===== config.mk =====
export PLATFORM = sky130hd
export DESIGN_NAME = ptc_top
export DESIGN_NICKNAME = d
export VERILOG_FILES = /design/src/ptc_mode.v /design/src/ptc_top.v
export VERILOG_INCLUDE_DIRS = /design/src
export SDC_FILE = /design/constraint.sdc
export NUM_CORES = 1
export LEC_CHECK = 0
export BUFFER_PORTS_ARGS = -buffer_cell sky130_fd_sc_hd__buf_2
export CORE_MARGIN = 8
export CORE_UTILIZATION = 40
export CTS_BUF_LIST = sky130_fd_sc_hd__clkbuf_2 sky130_fd_sc_hd__clkbuf_4 sky130_fd_sc_hd__clkbuf_8
export DETAILED_ROUTE_END_ITERATION = 6
export MAX_ROUTING_LAYER = met4
export PLACE_DENSITY = 0.74
export REMOVE_ABC_BUFFERS = 1
export SYNTH_ARGS = -nofsm -noshare
export SYNTH_HDL_FRONTEND = slang
export SYNTH_SLANG_ARGS = --single-unit
export TNS_END_PERCENT = 100

===== constraint.sdc =====
create_clock -name clk_sys_in -period 2.6 [get_ports clk_sys_in]
set_input_delay 0.52 -clock clk_sys_in [delete_from_list [all_inputs] [get_ports clk_sys_in]]
set_output_delay 0.52 -clock clk_sys_in [all_outputs]
set_load 0.03 [all_outputs]

===== src/ptc_defines.vh =====
// What this block does
// - translation enable is control word zero bit 31
// - large page extension is control word four bit 4
// - address extension is control word four bit 5
// - translation off means linear passes through
// - no large page or address extension: 4 KByte pages
// - 36-bit addresses only with translation on
// - address extension walks four-entry 64-bit pointer table
// - wide large page feature reported in bit 17
// - directory holds 1024 entries of 32 bits
// - table holds 1024 entries of 32 bits
// - large pages skip the table lookup
// - select bit picks table, 4M or 2M page
// - no extension: 4K or 4M, 32-bit address unless the wide feature widens 4M
// - extension on: 4K or 2M, 36-bit address
// - wide feature gives 36-bit 4M pages
// - linear bits 31..22 index the directory
// - linear bits 21..12 index the table
// - linear bits 11..0 are page offset
// - table base from directory, page from table
// - 4M page: bits 21..0 are offset
// - both extensions off: select bit ignored
// - directory found through directory base register
// - 4K entry base is top 20 bits
`ifndef PTC_DEFINES_VH
`define PTC_DEFINES_VH

// ----------------------------------------
// register byte offsets
// ----------------------------------------
`define PTC_OFS_CTL0      8'h00
`define PTC_OFS_CTL4      8'h04
`define PTC_OFS_DIRBASE   8'h08
`define PTC_OFS_LINEAR    8'h0c
`define PTC_OFS_STATUS    8'h10
`define PTC_OFS_PHYS_LO   8'h14
`define PTC_OFS_PHYS_HI   8'h18
`define PTC_OFS_QUERY_D   8'h1c

// ----------------------------------------
// field positions
// ----------------------------------------
`define PTC_BIT_ENABLE    31
`define PTC_BIT_LPE       4
`define PTC_BIT_AEXT      5
`define PTC_BIT_WIDE_FEAT 17
`define PTC_BIT_SELECT    7
`define PTC_BIT_ST_BUSY   0
`define PTC_BIT_ST_DONE   1
`define PTC_BIT_ST_WIDE   4

// ----------------------------------------
// reset values and page size codes
// ----------------------------------------
`define PTC_RST_CTL0      32'h0000_0000
`define PTC_RST_CTL4      32'h0000_0000
`define PTC_RST_DIRBASE   32'h0000_0000
`define PTC_SIZE_NONE     2'h0
`define PTC_SIZE_4K       2'h1
`define PTC_SIZE_4M       2'h2
`define PTC_SIZE_2M       2'h3

`endif


===== src/ptc_mode.v =====
`timescale 1ns/1ps
`include "ptc_defines.vh"

module ptc_mode
(
    input  wire       enable_in,
    input  wire       lpe_in,
    input  wire       aext_in,
    input  wire       select_in,
    input  wire       wide_feat_in,
    output reg  [1:0] size_out,
    output reg        wide_out
);

    always @*
    begin
        size_out = `PTC_SIZE_NONE;
        wide_out = 1'b0;
        if (!enable_in)
        begin
            size_out = `PTC_SIZE_NONE;
            wide_out = 1'b0;
        end
        else if (aext_in)
        begin
            size_out = select_in ? `PTC_SIZE_2M : `PTC_SIZE_4K;
            wide_out = 1'b1;
        end
        else if (lpe_in && select_in)
        begin
            size_out = `PTC_SIZE_4M;
            wide_out = wide_feat_in;
        end
        else
        begin
            // select bit has no say without either extension
            size_out = `PTC_SIZE_4K;
            wide_out = 1'b0;
        end
    end

endmodule // ptc_mode


===== src/ptc_top.v =====
`timescale 1ns/1ps
`include "ptc_defines.vh"

module ptc_top
#(
    parameter WIDE_FEAT = 1
)
(
    input  wire        clk_sys_in,
    input  wire        rstn_in,
    input  wire        hsel_in,
    input  wire [31:0] haddr_in,
    input  wire [1:0]  htrans_in,
    input  wire        hwrite_in,
    input  wire [2:0]  hsize_in,
    input  wire [31:0] hwdata_in,
    input  wire        hready_in,
    output wire        hreadyout_out,
    output wire        hresp_out,
    output reg  [31:0] hrdata_out,
    output reg         mem_req_out,
    output reg  [35:0] mem_addr_out,
    output reg         mem_wide_out,
    input  wire        mem_ack_in,
    input  wire [63:0] mem_rdata_in,
    output wire        busy_out,
    output reg         done_out
);

    // ----------------------------------------
    // walk states
    // ----------------------------------------
    localparam [3:0] S_IDLE = 4'b0001;
    localparam [3:0] S_PTR  = 4'b0010;
    localparam [3:0] S_DIR  = 4'b0100;
    localparam [3:0] S_TBL  = 4'b1000;

    // ----------------------------------------
    // storage
    // ----------------------------------------
    reg  [31:0] ctl0;
    reg  [31:0] ctl4;
    reg  [31:0] dirbase;
    reg  [31:0] linear;
    reg  [35:0] phys;
    reg  [1:0]  page_size;
    reg         phys_wide;
    reg  [3:0]  state;
    reg         walk_enable;
    reg         walk_aext;
    reg         walk_lpe;

    reg         dp_valid;
    reg         dp_write;
    reg  [7:0]  dp_addr;

    wire        bus_take;
    wire        start;
    wire        enable;
    wire        lpe;
    wire        aext;
    wire [1:0]  mode_size;
    wire        mode_wide;
    wire [31:0] query_d;
    wire [31:0] status_word;

    // ----------------------------------------
    // helpers
    // ----------------------------------------
    // entry address: base plus index scaled by 4 or 8 bytes
    function [35:0] ent_addr;
        input [35:0] base;
        input [9:0]  idx;
        input        wide;
        begin
            if (wide)
                ent_addr = base + {23'h0, idx, 3'h0};
            else
                ent_addr = base + {24'h0, idx, 2'h0};
        end
    endfunction

    // base of the next table or page from an entry; a narrow entry keeps
    // only its top 20 bits, so tables and pages stay 4 KByte aligned
    function [35:0] ent_base;
        input [63:0] ent;
        input        wide;
        begin
            if (wide)
                ent_base = {ent[35:12], 12'h0};
            else
                ent_base = {4'h0, ent[31:12], 12'h0};
        end
    endfunction

    // entry index at one level of the walk: two bits into the pointer
    // table, nine into a wide directory or table, ten into a narrow one
    function [9:0] lin_index;
        input [31:0] lin;
        input [3:0]  level;
        input        wide;
        begin
            case (level)
                S_PTR:   lin_index = {8'h0, lin[31:30]};
                S_DIR:   lin_index = wide ? {1'b0, lin[29:21]} : lin[31:22];
                S_TBL:   lin_index = wide ? {1'b0, lin[20:12]} : lin[21:12];
                default: lin_index = 10'h0;
            endcase
        end
    endfunction

    // registers alias every 256 bytes and ignore the byte lanes
    function [7:0] word_ofs;
        input [31:0] addr;
        begin
            word_ofs = {addr[7:2], 2'h0};
        end
    endfunction

    function [31:0] read_mux;
        input [7:0] ofs;
        begin
            case (ofs)
                `PTC_OFS_CTL0:    read_mux = ctl0;
                `PTC_OFS_CTL4:    read_mux = ctl4;
                `PTC_OFS_DIRBASE: read_mux = dirbase;
                `PTC_OFS_LINEAR:  read_mux = linear;
                `PTC_OFS_STATUS:  read_mux = status_word;
                `PTC_OFS_PHYS_LO: read_mux = phys[31:0];
                `PTC_OFS_PHYS_HI: read_mux = {28'h0, phys[35:32]};
                `PTC_OFS_QUERY_D: read_mux = query_d;
                default:          read_mux = 32'h0000_0000;
            endcase
        end
    endfunction

    assign enable = ctl0[`PTC_BIT_ENABLE];
    assign lpe    = ctl4[`PTC_BIT_LPE];
    assign aext   = ctl4[`PTC_BIT_AEXT];

    assign query_d = (WIDE_FEAT != 0) ? (32'h1 << `PTC_BIT_WIDE_FEAT) : 32'h0;

    assign status_word = {27'h0, phys_wide, page_size, done_out, busy_out};
    assign busy_out    = (state != S_IDLE);

    // ----------------------------------------
    // ahb-lite slave
    // ----------------------------------------
    // zero wait states, always okay; unmapped reads give zero
    assign hreadyout_out = 1'b1;
    assign hresp_out     = 1'b0;
    assign bus_take      = hsel_in && htrans_in[1] && hready_in;

    always @(posedge clk_sys_in or negedge rstn_in)
    begin
        if (!rstn_in)
        begin
            dp_valid   <= 1'b0;
            dp_write   <= 1'b0;
            dp_addr    <= 8'h00;
            hrdata_out <= 32'h0000_0000;
        end
        else
        begin
            dp_valid <= bus_take;
            dp_write <= hwrite_in;
            dp_addr  <= word_ofs(haddr_in);
            // read data is sampled at the address phase, so a write in
            // the previous data phase to the same word is not yet seen
            if (bus_take && !hwrite_in)
                hrdata_out <= read_mux(word_ofs(haddr_in));
        end
    end

    // a new linear address only starts a walk while idle
    assign start = dp_valid && dp_write && (dp_addr == `PTC_OFS_LINEAR) && !busy_out;

    always @(posedge clk_sys_in or negedge rstn_in)
    begin
        if (!rstn_in)
        begin
            ctl0    <= `PTC_RST_CTL0;
            ctl4    <= `PTC_RST_CTL4;
            dirbase <= `PTC_RST_DIRBASE;
            linear  <= 32'h0000_0000;
        end
        else if (dp_valid && dp_write)
        begin
            case (dp_addr)
                `PTC_OFS_CTL0:    ctl0    <= hwdata_in & (32'h1 << `PTC_BIT_ENABLE);
                `PTC_OFS_CTL4:    ctl4    <= hwdata_in & ((32'h1 << `PTC_BIT_LPE)
                                                        | (32'h1 << `PTC_BIT_AEXT));
                `PTC_OFS_DIRBASE: dirbase <= hwdata_in;
                `PTC_OFS_LINEAR:
                begin
                    if (!busy_out)
                        linear <= hwdata_in;
                end
                default:
                begin
                end
            endcase
        end
    end

    // ----------------------------------------
    // page size decode
    // ----------------------------------------
    // flags are frozen at start; a change mid-walk applies to the next one
    ptc_mode u_mode
    (
        .enable_in    (walk_enable),
        .lpe_in       (walk_lpe),
        .aext_in      (walk_aext),
        .select_in    (mem_rdata_in[`PTC_BIT_SELECT]),
        .wide_feat_in (WIDE_FEAT != 0),
        .size_out     (mode_size),
        .wide_out     (mode_wide)
    );

    // ----------------------------------------
    // table walk
    // ----------------------------------------
    always @(posedge clk_sys_in or negedge rstn_in)
    begin
        if (!rstn_in)
        begin
            state         <= S_IDLE;
            mem_req_out   <= 1'b0;
            mem_addr_out  <= 36'h0;
            mem_wide_out  <= 1'b0;
            phys          <= 36'h0;
            page_size     <= `PTC_SIZE_NONE;
            phys_wide     <= 1'b0;
            done_out      <= 1'b0;
            walk_enable   <= 1'b0;
            walk_aext     <= 1'b0;
            walk_lpe      <= 1'b0;
        end
        else
        begin
            case (state)
                S_IDLE:
                begin
                    if (start)
                    begin
                        done_out    <= 1'b0;
                        walk_enable <= enable;
                        walk_aext   <= aext;
                        walk_lpe    <= lpe;
                        if (!enable)
                        begin
                            phys      <= {4'h0, hwdata_in};
                            page_size <= `PTC_SIZE_NONE;
                            phys_wide <= 1'b0;
                            done_out  <= 1'b1;
                        end
                        else if (aext)
                        begin
                            // pointer table is 32-byte aligned, four entries
                            mem_addr_out <= ent_addr({4'h0, dirbase[31:5], 5'h0},
                                                     lin_index(hwdata_in, S_PTR, 1'b1), 1'b1);
                            mem_wide_out <= 1'b1;
                            mem_req_out  <= 1'b1;
                            state        <= S_PTR;
                        end
                        else
                        begin
                            mem_addr_out <= ent_addr(ent_base({32'h0, dirbase}, 1'b0),
                                                     lin_index(hwdata_in, S_DIR, 1'b0), 1'b0);
                            mem_wide_out <= 1'b0;
                            mem_req_out  <= 1'b1;
                            state        <= S_DIR;
                        end
                    end
                end
                S_PTR:
                begin
                    if (mem_ack_in)
                    begin
                        mem_addr_out <= ent_addr(ent_base(mem_rdata_in, 1'b1),
                                                 lin_index(linear, S_DIR, 1'b1), 1'b1);
                        state        <= S_DIR;
                    end
                end
                S_DIR:
                begin
                    if (mem_ack_in)
                    begin
                        phys_wide <= mode_wide;
                        page_size <= mode_size;
                        if (mode_size == `PTC_SIZE_4M)
                        begin
                            // no table lookup for large pages
                            mem_req_out <= 1'b0;
                            phys        <= {mode_wide ? mem_rdata_in[16:13] : 4'h0,
                                            mem_rdata_in[31:22], linear[21:0]};
                            done_out    <= 1'b1;
                            state       <= S_IDLE;
                        end
                        else if (mode_size == `PTC_SIZE_2M)
                        begin
                            mem_req_out <= 1'b0;
                            phys        <= {mem_rdata_in[35:21], linear[20:0]};
                            done_out    <= 1'b1;
                            state       <= S_IDLE;
                        end
                        else if (walk_aext)
                        begin
                            mem_addr_out <= ent_addr(ent_base(mem_rdata_in, 1'b1),
                                                     lin_index(linear, S_TBL, 1'b1), 1'b1);
                            state        <= S_TBL;
                        end
                        else
                        begin
                            mem_addr_out <= ent_addr(ent_base(mem_rdata_in, 1'b0),
                                                     lin_index(linear, S_TBL, 1'b0), 1'b0);
                            state        <= S_TBL;
                        end
                    end
                end
                S_TBL:
                begin
                    if (mem_ack_in)
                    begin
                        mem_req_out <= 1'b0;
                        if (walk_aext)
                            phys <= {mem_rdata_in[35:12], linear[11:0]};
                        else
                            phys <= {4'h0, mem_rdata_in[31:12], linear[11:0]};
                        done_out <= 1'b1;
                        state    <= S_IDLE;
                    end
                end
                default:
                begin
                    state       <= S_IDLE;
                    mem_req_out <= 1'b0;
                end
            endcase
        end
    end

endmodule // ptc_top


==> out/results.txt, run 1 <==
antenna viol nets, final - 0
headroom to the max-slew limit - 51.3%
cell family with most CP delay - flip-flops
arrival time at the worst endpoint - 1.82 ns
TritonCTS clock tree - built
nets@finish - 1091
Via density - 5.67
WL/cell - 20.4 um
global placement routability congestion - 0.917
Worst Path Class, Setup - reg2out
worst-case setup margin in the final layout - 0.264 ns
switching fraction of total power - 41.7%
sink count of the clock tree - 190
largest driver fanout on the critical path - 13
Resized cells post-CTS - 0
async set or reset register ratio after synthesis - 100%
upper clock frequency limit - 428 MHz
EDFF count, synth - 0
Post-Place Setup Slack - 0.173 ns
total number of vias - 7057
Total Negative Setup Slacks - 0 ns
sequential share of the synthesized area - 55.3%
endpoint type of the worst setup path - output pin
DRC errors left - 0
sequential share of power - 39.2%
mean area per synthesized cell - 10.5 sq um
Max stage delay cell, worst path - sky130_fd_sc_hd__dfstp_2
skew final - 0.0136 ns
buffers inserted by post-CTS timing repair - 0
Chip Height - 163 um
Area growth, synth to finish - 17.9%
Iter 0 DRT Violations - 889
insertion delay to the later sink of the worst-skew pair - 0.47 ns
ordered cell list for the critical path - nor4b_4 -> inv_2 -> buf_2
Setup crit start kind - flop
via count of the first global-routing pass - 7206
buffer depth of the longest clock path - 2
global-route wire length before repair - 39800 um
die width - 163 um
Routed Wire Length - 25400 um
final core utilization - 48.1%
TritonCTS buffer count - 17
Hold Violations, Final - 0
floorplan core area - 21100 sq um
pin slew with the least headroom to its limit - 0.731 ns
io pins - 213
master cell of the clock root buffer - sky130_fd_sc_hd__clkbuf_8
standby leakage power - 4.57 nW
final count of negative-setup-slack endpoints - 0
fin crit share - 89.8%
FP Rows - 53
combinational fraction of design power - 40.6%
class of the tightest hold or removal check - in2async
clock period minus worst slack - 2.34 ns
number of instances in the synthesized netlist - 823
count of synthesis-stage warnings from yosys - 0
worst ir drop on vdd - 0.000525 V
htree depth - 4
portion of total power attributed to the clock network - 20.2%
WP buf/inv - 2
post-synthesis instance area - 8600 sq um
Top FF cell, synth - sky130_fd_sc_hd__dfrtp_1
Die Area - 26500 sq um
cell area power density - 1030 nW/um^2
CP max stage delay - 0.70 ns
Congestion Overflow GR - 0
effective utilization at floorplan - 40.8%
synthesized flop and latch total - 190
Post-CTS Hold Buffers - 0
number of buffers added on ports - 139
RSZ-0062 raised after global routing - no
WP data required - 2.08 ns
initial antenna violation count - 5
Initial DRT Pass Iterations - 7
count of maximum capacitance violations - 0
internal power - 0.00608 W
FILL cells - 1939
hpwl dp - 17600 um
count of final max-slew check failures - 0
count of distinct cell types in the synthesized netlist - 49
proportion of layout cells with a drive suffix above 1 - 29.4%
pin count of the biggest net entering global routing - 72
GR Util All Layers - 19.7%
run status - finished, final reports clean
switching power summed over all nets - 0.00434 W
register clock-pin slew on the reported worst setup and hold paths - 0.10 ns
[metal layers]
layer  up-vias  share of wire, %  GRT usage (%)
li1       3231                 -              -
met1      3477                42           24.4
met2       313                48           31.1
met3        36               8.7           5.36
met4         0               1.7           5.92
met5         -                 0              -
[cell type report]
class | count | area, sq um | share of cell area [%]
diodes | 5 | 12.5 | 0.123
clock buffers | 17 | 234 | 2.31
clock inverters | 15 | 184 | 1.81
inverters | 5 | 18.8 | 0.185
multi-input cells | 566 | 3580 | 35.3
flip-flops and latches | 190 | 4760 | 46.9
well taps | 275 | 344 | 3.39
repair buffers | 172 | 1010 | 10.0
[power groups by stage]
stage	clock network (W)	registers, W	logic [W]
6_report	0.00210	0.00409	0.00423
5_1_grt	0.00226	0.00417	0.00463
4_1_cts	0.00215	0.00407	0.00424
3_5_place_dp	0	0.00413	0.00424
3_3_place_gp	0	0.00410	0.00409
2_1_floorplan	0	0.00455	0.00232
[through the flow]
stage                     instances  cell area (sq um)  hold WS, ns  total power [W]
after CTS                      1240              10100       0.0672           0.0105
after detailed placement       1208               9710        0.466          0.00836
final                          1245              10100       0.0607           0.0104
after floorplan                 761               8330        0.224          0.00687
after global placement         1208               9710        0.460          0.00819
after global routing           1245              10100       0.0872           0.0111
[flip-flops by register name (all words and copies together) (netlist names), 2 cells and up]
register and count:
phys 36, mem_addr_out 34, dirbase 32, hrdata_out 32, linear 32, dp_addr 6, state 4, ctl4 2
page_size 2
[worst paths after layout]
path                                           start                           end  slack [ns]  depth (start not counted)
setup / recovery                state[0]$_DFFE_PN1P_                      busy_out        0.26                          3
hold reg to reg            hrdata_out[3]$_DFFE_PN0P_     hrdata_out[3]$_DFFE_PN0P_        0.48                          2
hold / removal                               rstn_in    hrdata_out[17]$_DFFE_PN0P_        0.06                          1
min in group clk_sys_in                    hwrite_in            dp_write$_DFF_PN0_        0.16                          1
setup reg to reg                state[2]$_DFFE_PN0P_  mem_addr_out[16]$_DFFE_PN0P_        0.26                          6
max in group asynchronous                    rstn_in          state[0]$_DFFE_PN1P_        1.79                          2
[kinds of logic after synthesis]
group,count (synthesis),share of synthesized area [%]
xor gates and xnor gates,3,0.306
DFF,190,55.3
AOI/OAI and AO/OA,185,15.2
buffers and inverters,69,3.43
other,2,0.0873
and+or+nand+nor,281,13.9
muxes,93,11.8
[worst reg2reg max path: stages (launching register included)]
cell and delay, ns:
sky130_fd_sc_hd__dfrtp_1 0.65, sky130_fd_sc_hd__xnor2_1 0.16, sky130_fd_sc_hd__or3_1 0.38, sky130_fd_sc_hd__a2111oi_4 0.53
sky130_fd_sc_hd__buf_12 0.29, sky130_fd_sc_hd__nor2_1 0.10, sky130_fd_sc_hd__a31oi_1 0.15
[synthesized netlist by cell type, types with 3 or more instances]
master                      number  area share, %
sky130_fd_sc_hd__a21oi_1        47            2.7
sky130_fd_sc_hd__a221oi_1        7           0.71
sky130_fd_sc_hd__a222oi_1       44            5.1
sky130_fd_sc_hd__a22oi_1         6           0.52
sky130_fd_sc_hd__a31oi_1        22            1.6
sky130_fd_sc_hd__and3_1          3           0.22
sky130_fd_sc_hd__buf_1           5           0.22
sky130_fd_sc_hd__buf_2          11           0.64
sky130_fd_sc_hd__buf_4           6           0.52
sky130_fd_sc_hd__clkbuf_1       42            1.8
sky130_fd_sc_hd__dfrtp_1       189             55
sky130_fd_sc_hd__inv_1           4           0.17
sky130_fd_sc_hd__mux2_2         66            8.6
sky130_fd_sc_hd__mux2i_1        27            3.1
sky130_fd_sc_hd__nand2_1       162            7.1
sky130_fd_sc_hd__nand2b_1        3           0.22
sky130_fd_sc_hd__nand3_1         8           0.47
sky130_fd_sc_hd__nand3b_1        4           0.35
sky130_fd_sc_hd__nor2_1         82            3.6
sky130_fd_sc_hd__nor3_1          3           0.17
sky130_fd_sc_hd__o21a_1          3           0.26
sky130_fd_sc_hd__o21ai_0        42            2.4
sky130_fd_sc_hd__o2bb2ai_1       4           0.41
[layout by cell type, fill, tap and decap left out, drive strengths merged, types with 4 or more instances in the layout]
cell type | synthesis | layout
dfrtp | 189 | 189
buf | 22 | 171
nand2 | 162 | 162
nor2 | 82 | 82
mux2 | 66 | 66
a21oi | 47 | 47
a222oi | 44 | 44
o21ai | 42 | 42
mux2i | 27 | 27
a31oi | 22 | 22
clkbuf | 42 | 18
inv | 5 | 10
nand3 | 8 | 8
a221oi | 7 | 7
a22oi | 6 | 6
diode | 0 | 5
clkinv | 0 | 5
nand3b | 4 | 4
o2bb2ai | 4 | 4
conb | 2 | 4
nor4b | 4 | 4
Power figures use the tool's default switching activity.
==> run 2: changes to the inputs <==
--- a/config.mk
+++ b/config.mk
@@ -7,14 +7,16 @@
 export NUM_CORES = 1
 export LEC_CHECK = 0
 export BUFFER_PORTS_ARGS = -buffer_cell sky130_fd_sc_hd__buf_2
+export CORE_ASPECT_RATIO = 0.75
 export CORE_MARGIN = 8
 export CORE_UTILIZATION = 40
 export CTS_BUF_LIST = sky130_fd_sc_hd__clkbuf_2 sky130_fd_sc_hd__clkbuf_4 sky130_fd_sc_hd__clkbuf_8
 export DETAILED_ROUTE_END_ITERATION = 6
 export MAX_ROUTING_LAYER = met4
-export PLACE_DENSITY = 0.74
+export PLACE_DENSITY = 0.73
 export REMOVE_ABC_BUFFERS = 1
 export SYNTH_ARGS = -nofsm -noshare
 export SYNTH_HDL_FRONTEND = slang
+export SYNTH_HIERARCHICAL = 1
 export SYNTH_SLANG_ARGS = --single-unit
 export TNS_END_PERCENT = 100
==> run 2 against run 1 <==
  * The run now ends with design-rule violations left
  * Maximum frequency down 7.5%
  * Synthesized area grew 3.4%
  * Synthesized cell count rose by 3.6%
  * Critical endpoint unchanged
==> out/results.txt, run 2 <==
cell area power density - 1020 nW/um^2 (was 1030 nW/um^2)
R2R cell count - 5 (was 6)
insertion delay to the later sink of the worst-skew pair - 0.47 ns (about the same)
effective utilization at floorplan - 40.6% (was 40.8%)
final count of negative-setup-slack endpoints - 0 (unchanged)
fin crit share - 97.1% (was 89.8%)
Die Area - 27300 sq um (was 26500 sq um)
Top FF cell, synth - sky130_fd_sc_hd__dfrtp_1 (unchanged)
count of maximum capacitance violations - 0 (unchanged)
area fraction in compound gates after synthesis - 15.0% (was 15.2%)
total number of vias - 7180 (was 7057)
Hold Violations, Final - 0 (unchanged)
count of non-filler cells in the finished layout - 1296 (was 1245)
Total Negative Setup Slacks - 0 ns (unchanged)
endpoint type of the worst setup path - output pin (unchanged)
proportion of layout cells with a drive suffix above 1 - 29.0% (was 29.4%)
fraction of synthesized area in multiplexers - 13.4% (was 11.8%)
class of the tightest hold or removal check - in2async (unchanged)
proportion of netlist area held by the largest area contributor - 53.2% (was 55.0%)
standby leakage power - 4.76 nW (was 4.57 nW)
via count of the first global-routing pass - 7235 (was 7206)
most common cell after layout, fill and taps aside - sky130_fd_sc_hd__dfrtp_1 (unchanged)
violated checks - design-rule violations
hpwl dp - 18500 um (was 17600 um)
sequential share of the synthesized area - 53.5% (was 55.3%)
cell family with most CP delay - buffers and inverters (was flip-flops)
reg-to-reg slack, setup - 0.17 ns (was 0.26 ns)
global placement routability congestion - 0.881 (was 0.917)
async set or reset register ratio after synthesis - 100% (unchanged)
number of buffers added on ports - 139 (unchanged)
arrival time at the worst endpoint - 2.00 ns (was 1.82 ns)
max reg flops - 36 (unchanged)
final instance area - 10400 sq um (was 10100 sq um)
headroom to the max-slew limit - 23.2% (was 51.3%)
io pins - 213 (unchanged)
Max stage delay cell, worst path - sky130_fd_sc_hd__dfrtp_1 (was sky130_fd_sc_hd__dfstp_2)
synthesized flop and latch total - 190 (unchanged)
global-route wire length before repair - 41900 um (was 39800 um)
skew final - 0.0145 ns (was 0.0136 ns)
count of final max-slew check failures - 0 (unchanged)
Via density - 5.54 (was 5.67)
antenna viol nets, final - 0 (unchanged)
EDFF count, synth - 0 (unchanged)
ordered cell list for the critical path - buf_4 -> nor4b_4 -> inv_2 -> buf_2 (was nor4b_4 -> inv_2 -> buf_2)
initial antenna violation count - 3 (was 5)
WP buf/inv - 3 (was 2)
Initial DRT Pass Iterations - 7 (unchanged)
worst hold-check slack - 0.0245 ns (was 0.0607 ns)
DRC errors left - 4 (was 0)
TritonCTS clock tree - built (unchanged)
master cell of the clock root buffer - sky130_fd_sc_hd__clkbuf_8 (unchanged)
fraction of synthesized cell area in xor and xnor cells - 0.197% (was 0.305%)
RSZ-0062 raised after global routing - no (unchanged)
Chip Height - 145 um (was 163 um)
run status - finished, violations left (was finished, final reports clean)
Routed Wire Length - 26600 um (was 25400 um)
most common library cells after synthesis - sky130_fd_sc_hd__dfrtp_1, sky130_fd_sc_hd__nand2_1, sky130_fd_sc_hd__nor2_1, sky130_fd_sc_hd__mux2_2, sky130_fd_sc_hd__mux2i_1 (was sky130_fd_sc_hd__dfrtp_1, sky130_fd_sc_hd__nand2_1, sky130_fd_sc_hd__nor2_1, sky130_fd_sc_hd__mux2_2, sky130_fd_sc_hd__a21oi_1)
Worst Path Class, Setup - reg2out (unchanged)
number of instances in the synthesized netlist - 853 (was 823)
htree depth - 4 (unchanged)
Design Power - 0.0106 W (was 0.0104 W)
TritonCTS buffer count - 17 (unchanged)
nets@finish - 1124 (was 1091)
buffer depth of the longest clock path - 2 (unchanged)
WL/cell - 20.5 um (was 20.4 um)
count of distinct cell types in the synthesized netlist - 58 (was 49)
die width - 188 um (was 163 um)
Setup crit start kind - flop (unchanged)
pin slew with the least headroom to its limit - 1.15 ns (was 0.731 ns)
largest driver fanout on the critical path - 12 (was 13)
Reg2Reg Capture Point - phys[24]$_DFFE_PN0P_ (was mem_addr_out[16]$_DFFE_PN0P_)
clock period minus worst slack - 2.52 ns (was 2.34 ns)
register with the highest flop count - phys (unchanged)
CP max stage delay - 0.55 ns (was 0.70 ns)
Synth area leaders - sky130_fd_sc_hd__dfrtp_1, sky130_fd_sc_hd__mux2_2, sky130_fd_sc_hd__nand2_1 (unchanged)
area share of and/or/nand/nor cells after synthesis - 13.5% (was 13.9%)
WP data required - 2.08 ns (about the same)
sink count of the clock tree - 190 (unchanged)
count of synthesis-stage warnings from yosys - 6 (was 0)
GR Util All Layers - 20.0% (was 19.7%)
leading cell type by number of instances after synthesis - sky130_fd_sc_hd__dfrtp_1 (unchanged)
Synth Area in Adders - 0% (unchanged)
upper clock frequency limit - 396 MHz (was 428 MHz)
FP Rows - 47 (was 53)
floorplan core area - 21900 sq um (was 21100 sq um)
combinational family with the most area after synthesis - compound AO/OA/AOI/OAI gates (unchanged)
register clock-pin slew on the reported worst setup and hold paths - 0.09 ns (was 0.10 ns)
worst ir drop on vdd - 0.000521 V (was 0.000525 V)
Iter 0 DRT Violations - 580 (was 889)
cell taking the most area after synthesis - sky130_fd_sc_hd__dfrtp_1 (unchanged)
pin count of the biggest net entering global routing - 61 (was 72)
Area growth, synth to finish - 17.1% (was 17.9%)
most frequent cells in the layout - sky130_fd_sc_hd__dfrtp_1, sky130_fd_sc_hd__nand2_1, sky130_fd_sc_hd__buf_2 (unchanged)
area post-placement - 10000 sq um (was 9710 sq um)
Resized cells post-CTS - 0 (unchanged)
leading registers by flop count - phys x36, mem_addr_out x34 (unchanged)
mean area per synthesized cell - 10.4 sq um (was 10.5 sq um)
post-synthesis instance area - 8900 sq um (was 8600 sq um)
number of cells in the design after placement - 1259 (was 1208)
reg-to-reg critical path startpoint - state[0]$_DFFE_PN1P_ (was state[2]$_DFFE_PN0P_)
Congestion Overflow GR - 0 (unchanged)
-- run 2: changes by cell type after synthesis, moves of 13 or more --
cell / before / now
sky130_fd_sc_hd__o21ai_1: 0 / 40
sky130_fd_sc_hd__a222oi_1: 44 / 10
sky130_fd_sc_hd__a22oi_1: 6 / 33
sky130_fd_sc_hd__o21ai_0: 42 / 21
sky130_fd_sc_hd__mux2i_1: 27 / 46
sky130_fd_sc_hd__clkbuf_1: 42 / 25
sky130_fd_sc_hd__a22o_1: 0 / 13
-- run 2: cell families (layout without fill, tap and decap cells) --
family | count (synthesis) | count (layout)
and+or+nand+nor | 267 | 267
AOI/OAI and AO/OA | 208 | 208
buffers and inverters | 73 | 214
DFF | 190 | 190
muxes | 111 | 111
other | 2 | 10
xor gates and xnor gates | 2 | 2
-- run 2: layer usage --
metal | track usage (%) | up-vias | part of all wire (%) | wire length [um]
met5 | - | - | 0 | 0
met4 | 4.25 | 0 | 1.2 | 313
met3 | 4.45 | 25 | 7.2 | 1930
met2 | 29.6 | 277 | 45 | 11900
met1 | 27.9 | 3579 | 47 | 12400
li1 | - | 3299 | - | -
-- run 2: cell type report --
type,count,area (sq um)
fillers,2077,11500
flip-flops and latches,190,4760
multi-input cells,593,3820
repair buffers,172,1040
well taps,294,368
clock buffers,18,241
clock inverters,13,141
inverters,11,41.3
diodes,5,12.5
-- run 2: what timing repair did --
action,in CTS,in global routing
hold buffers,0,0
endpoints found under the setup margin,0,1
buffers inserted,0,1
-- run 2: power by group --
part	internal [W]	leakage (nW)	switching, W	total, W
Sequential	0.00370	2.21	0.000478	0.00417
Combinational	0.00158	2.37	0.00290	0.00448
Clock	0.000862	0.177	0.00109	0.00195
Total	0.00614	4.76	0.00447	0.0106
-- run 2: worst max-delay path by stage --
| stage | from | to | slack (ns) | cells past startpoint |
|---|---|---|---|---|
| after floorplan | hready_in | hrdata_out[5]$_DFFE_PN0P_ | -0.60 | 5 |
| final | state[1]$_DFFE_PN0P_ | busy_out | 0.08 | 4 |
| after global placement | state[0]$_DFFE_PN1P_ | phys[22]$_DFFE_PN0P_ | 0.23 | 5 |
| after CTS | state[1]$_DFFE_PN0P_ | busy_out | 0.08 | 4 |
| after global routing | state[1]$_DFFE_PN0P_ | busy_out | 0.003 | 4 |
| after detailed placement | state[0]$_DFFE_PN1P_ | phys[24]$_DFFE_PN0P_ | 0.21 | 5 |
-- run 2: metrics by stage --
stage / worst slack (ns) / util [%]
global placement: 0.227 / 45.7
CTS: 0.0771 / 47.4
detailed placement: 0.205 / 45.7
finish: 0.0752 / 47.5
floorplan: -0.604 / -
global route: 0.00301 / 47.5
==> run 3: changes to the inputs <==
--- a/config.mk
+++ b/config.mk
@@ -9,11 +9,11 @@
 export BUFFER_PORTS_ARGS = -buffer_cell sky130_fd_sc_hd__buf_2
 export CORE_ASPECT_RATIO = 0.75
 export CORE_MARGIN = 8
-export CORE_UTILIZATION = 40
+export CORE_UTILIZATION = 55
 export CTS_BUF_LIST = sky130_fd_sc_hd__clkbuf_2 sky130_fd_sc_hd__clkbuf_4 sky130_fd_sc_hd__clkbuf_8
 export DETAILED_ROUTE_END_ITERATION = 6
 export MAX_ROUTING_LAYER = met4
-export PLACE_DENSITY = 0.73
+export PLACE_DENSITY = 0.93
 export REMOVE_ABC_BUFFERS = 1
 export SYNTH_ARGS = -nofsm -noshare
 export SYNTH_HDL_FRONTEND = slang
==> constraint.sdc (replaced) <==
create_clock -name clk_sys_in -period 3.15 [get_ports clk_sys_in]
set_input_delay 0.63 -clock clk_sys_in [delete_from_list [all_inputs] [get_ports clk_sys_in]]
set_output_delay 0.63 -clock clk_sys_in [all_outputs]
set_load 0.03 [all_outputs]
==> run 3 against run 2 <==
  * The flow still finishes with violations (design-rule violations)
  * Utilization up 17 points
  * Worst hold slack improved by 0.21 ns
  * Cell area is 1.8% lower
  * Final cell count decreased by 7.8%
  * Critical path depth grew 2
  * Global-route usage increased by 4.9 points
  * Register-to-register slack improved by 0.39 ns
  * Power shrank 17%
  * Critical path type is now reg2reg
  * Critical endpoint is now phys[23]$_DFFE_PN0P_
  * Largest cell class unchanged
==> out/results.txt, run 3 (synthesized netlist as in run 2, its figures left out) <==
run status - finished, violations left (unchanged)
violated checks - design-rule violations (unchanged)
global-route wire length before repair - 39300 um (was 41900 um)
WP data required - 3.54 ns (was 2.08 ns)
start point of the critical path - state[2]$_DFFE_PN0P_ (was state[1]$_DFFE_PN0P_)
pin count of the biggest net entering global routing - 91 (was 61)
count of maximum capacitance violations - 0 (unchanged)
htree depth - 4 (unchanged)
class of the tightest hold or removal check - in2async (unchanged)
endpoint type of the worst setup path - flop (was output pin)
final core utilization - 64.3% (was 47.5%)
R2R cell count - 6 (was 5)
WP buf/inv - 1 (was 3)
Die Area - 20500 sq um (was 27300 sq um)
ordered cell list for the critical path - or4b_1 -> nor2_2 -> a2111o_2 -> buf_4 -> nand2_1 -> o21ai_1 (was buf_4 -> nor4b_4 -> inv_2 -> buf_2)
total number of vias - 7312 (was 7180)
standby leakage power - 4.72 nW (was 4.76 nW)
antenna viol nets, final - 0 (unchanged)
master cell of the clock root buffer - sky130_fd_sc_hd__clkbuf_8 (unchanged)
nets@finish - 1109 (was 1124)
FP Rows - 40 (was 47)
proportion of layout cells with a drive suffix above 1 - 27.8% (was 29.0%)
Area growth, synth to finish - 15.0% (was 17.1%)
final count of negative-setup-slack endpoints - 0 (unchanged)
buffers inserted by post-CTS timing repair - 0 (unchanged)
io pins - 213 (unchanged)
WL met3 - 2530 um (was 1930 um)
Hold Violations, Final - 0 (unchanged)
worst hold-check slack - 0.239 ns (was 0.0245 ns)
CP max stage delay - 0.70 ns (was 0.55 ns)
most frequent cells in the layout - sky130_fd_sc_hd__dfrtp_1, sky130_fd_sc_hd__nand2_1, sky130_fd_sc_hd__buf_2 (unchanged)
register clock-pin slew on the reported worst setup and hold paths - 0.09 ns (about the same)
Max stage delay cell, worst path - sky130_fd_sc_hd__dfrtp_1 (unchanged)
cell family with most CP delay - simple AND/OR/NAND/NOR gates (was buffers and inverters)
number of buffers added on ports - 139 (unchanged)
hpwl dp - 17000 um (was 18500 um)
max reg flops - 36 (unchanged)
fin crit share - 82.3%
Via density - 6.12 (was 5.54)
floorplan core area - 15900 sq um (was 21900 sq um)
insertion delay to the later sink of the worst-skew pair - 0.47 ns (about the same)
largest driver fanout on the critical path - 32 (was 12)
Iter 0 DRT Violations - 785 (was 580)
leading registers by flop count - phys x36, mem_addr_out x34 (unchanged)
Chip Height - 126 um (was 145 um)
top metal layer carrying routed signals - met4 (unchanged)
TritonCTS buffer count - 17 (unchanged)
pin slew with the least headroom to its limit - 0.888 ns (was 1.15 ns)
Routed Wire Length - 24800 um (was 26600 um)
Design Power - 0.00878 W (was 0.0106 W)
clock period minus worst slack - 2.59 ns
Setup crit start kind - flop (unchanged)
initial antenna violation count - 4 (was 3)
GR Util All Layers - 24.9% (was 20.0%)
RSZ-0062 raised after global routing - no (unchanged)
skew final - 0.0118 ns (was 0.0145 ns)
FILL cells - 1218 (was 2077)
met1 wire length - 10400 um (was 12400 um)
worst ir drop on vdd - 0.000613 V (was 0.000521 V)
Resized cells post-CTS - 0 (unchanged)
Post-CTS Hold Buffers - 0 (unchanged)
upper clock frequency limit - 386 MHz
sink count of the clock tree - 190 (unchanged)
effective utilization at floorplan - 55.9% (was 40.6%)
Total Negative Setup Slacks - 0 ns (unchanged)
die width - 163 um (was 188 um)
Congestion Overflow GR - 0 (unchanged)
reg-to-reg critical path startpoint - state[2]$_DFFE_PN0P_ (was state[0]$_DFFE_PN1P_)
WL/cell - 20.7 um (was 20.5 um)
arrival time at the worst endpoint - 2.98 ns (was 2.00 ns)
Reg2Reg Capture Point - phys[23]$_DFFE_PN0P_ (was phys[24]$_DFFE_PN0P_)
via count of the first global-routing pass - 7408 (was 7235)
count of final max-slew check failures - 0 (unchanged)
most common cell after layout, fill and taps aside - sky130_fd_sc_hd__dfrtp_1 (unchanged)
cell area power density - 858 nW/um^2 (was 1020 nW/um^2)
Worst Path Class, Setup - reg2reg (was reg2out)
headroom to the max-slew limit - 40.7% (was 23.2%)
register with the highest flop count - phys (unchanged)
met2 routed WL - 11300 um (was 11900 um)
TritonCTS clock tree - built (unchanged)
buffer depth of the longest clock path - 2 (unchanged)
Initial DRT Pass Iterations - 7 (unchanged)
DRC errors left - 6 (was 4)
global placement routability congestion - 0.830 (was 0.881)
reg-to-reg slack, setup - 0.56 ns (was 0.17 ns)
==> run 3: cell types whose count changed in the layout (fill, tap and decap cells not counted) <==
cell / previous run / this run
sky130_fd_sc_hd__inv_6: 2 / 0
sky130_fd_sc_hd__clkbuf_8: 18 / 22
sky130_fd_sc_hd__buf_4: 26 / 11
sky130_fd_sc_hd__bufinv_16: 2 / 3
sky130_fd_sc_hd__clkinv_4: 1 / 0
sky130_fd_sc_hd__clkinvlp_4: 6 / 1
sky130_fd_sc_hd__clkbuf_4: 1 / 3
sky130_fd_sc_hd__diode_2: 5 / 4
==> run 3: how the worst max path moves through the flow <==
| stage | endpoint | slack [ns] | cells after the start |
|---|---|---|---|
| 6_report | phys[23]$_DFFE_PN0P_ | 0.56 | 6 |
| 3_5_place_dp | phys[31]$_DFFE_PN0P_ | 0.51 | 8 |
| 4_1_cts | phys[23]$_DFFE_PN0P_ | 0.58 | 6 |
| 5_1_grt | phys[23]$_DFFE_PN0P_ | 0.44 | 7 |
| 3_3_place_gp | phys[10]$_DFFE_PN0P_ | 0.61 | 8 |
| 2_1_floorplan | hrdata_out[5]$_DFFE_PN0P_ | -0.16 | 5 |
==> run 3: cell type report <==
cell class              instances  area [sq um]  area share, %
clock buffers                  24           312           3.04
clock inverters                 6           108           1.05
inverters                      11          41.3          0.403
repair buffers                157           927           9.06
multi-input cells             593          3820           37.3
well taps                     210           263           2.57
flip-flops and latches        190          4760           46.5
diodes                          4          10.0         0.0978
==> run 3: layer usage <==
metal	GRT usage [%]	up-vias
met1	32.8	3600
met5	-	-
met2	37.5	394
met3	6.51	50
met4	7.37	0
li1	-	3268
==> run 3: power by group <==
part	switching [W]	internal [W]	total [W]
combinational	0.00237	0.00124	0.00361
clock	0.000807	0.000886	0.00169
sequential	0.000427	0.00305	0.00348
==> run 3: metrics by stage <==
step / instance area (sq um) / std cells / setup WS, ns
5_1_grt: 10200 / 1195 / 0.439
4_1_cts: 10200 / 1191 / 0.581
2_1_floorplan: 8560 / 794 / -0.164
3_5_place_dp: 9800 / 1161 / 0.514
3_3_place_gp: 9800 / 1161 / 0.613
6_report: 10200 / 1195 / 0.557
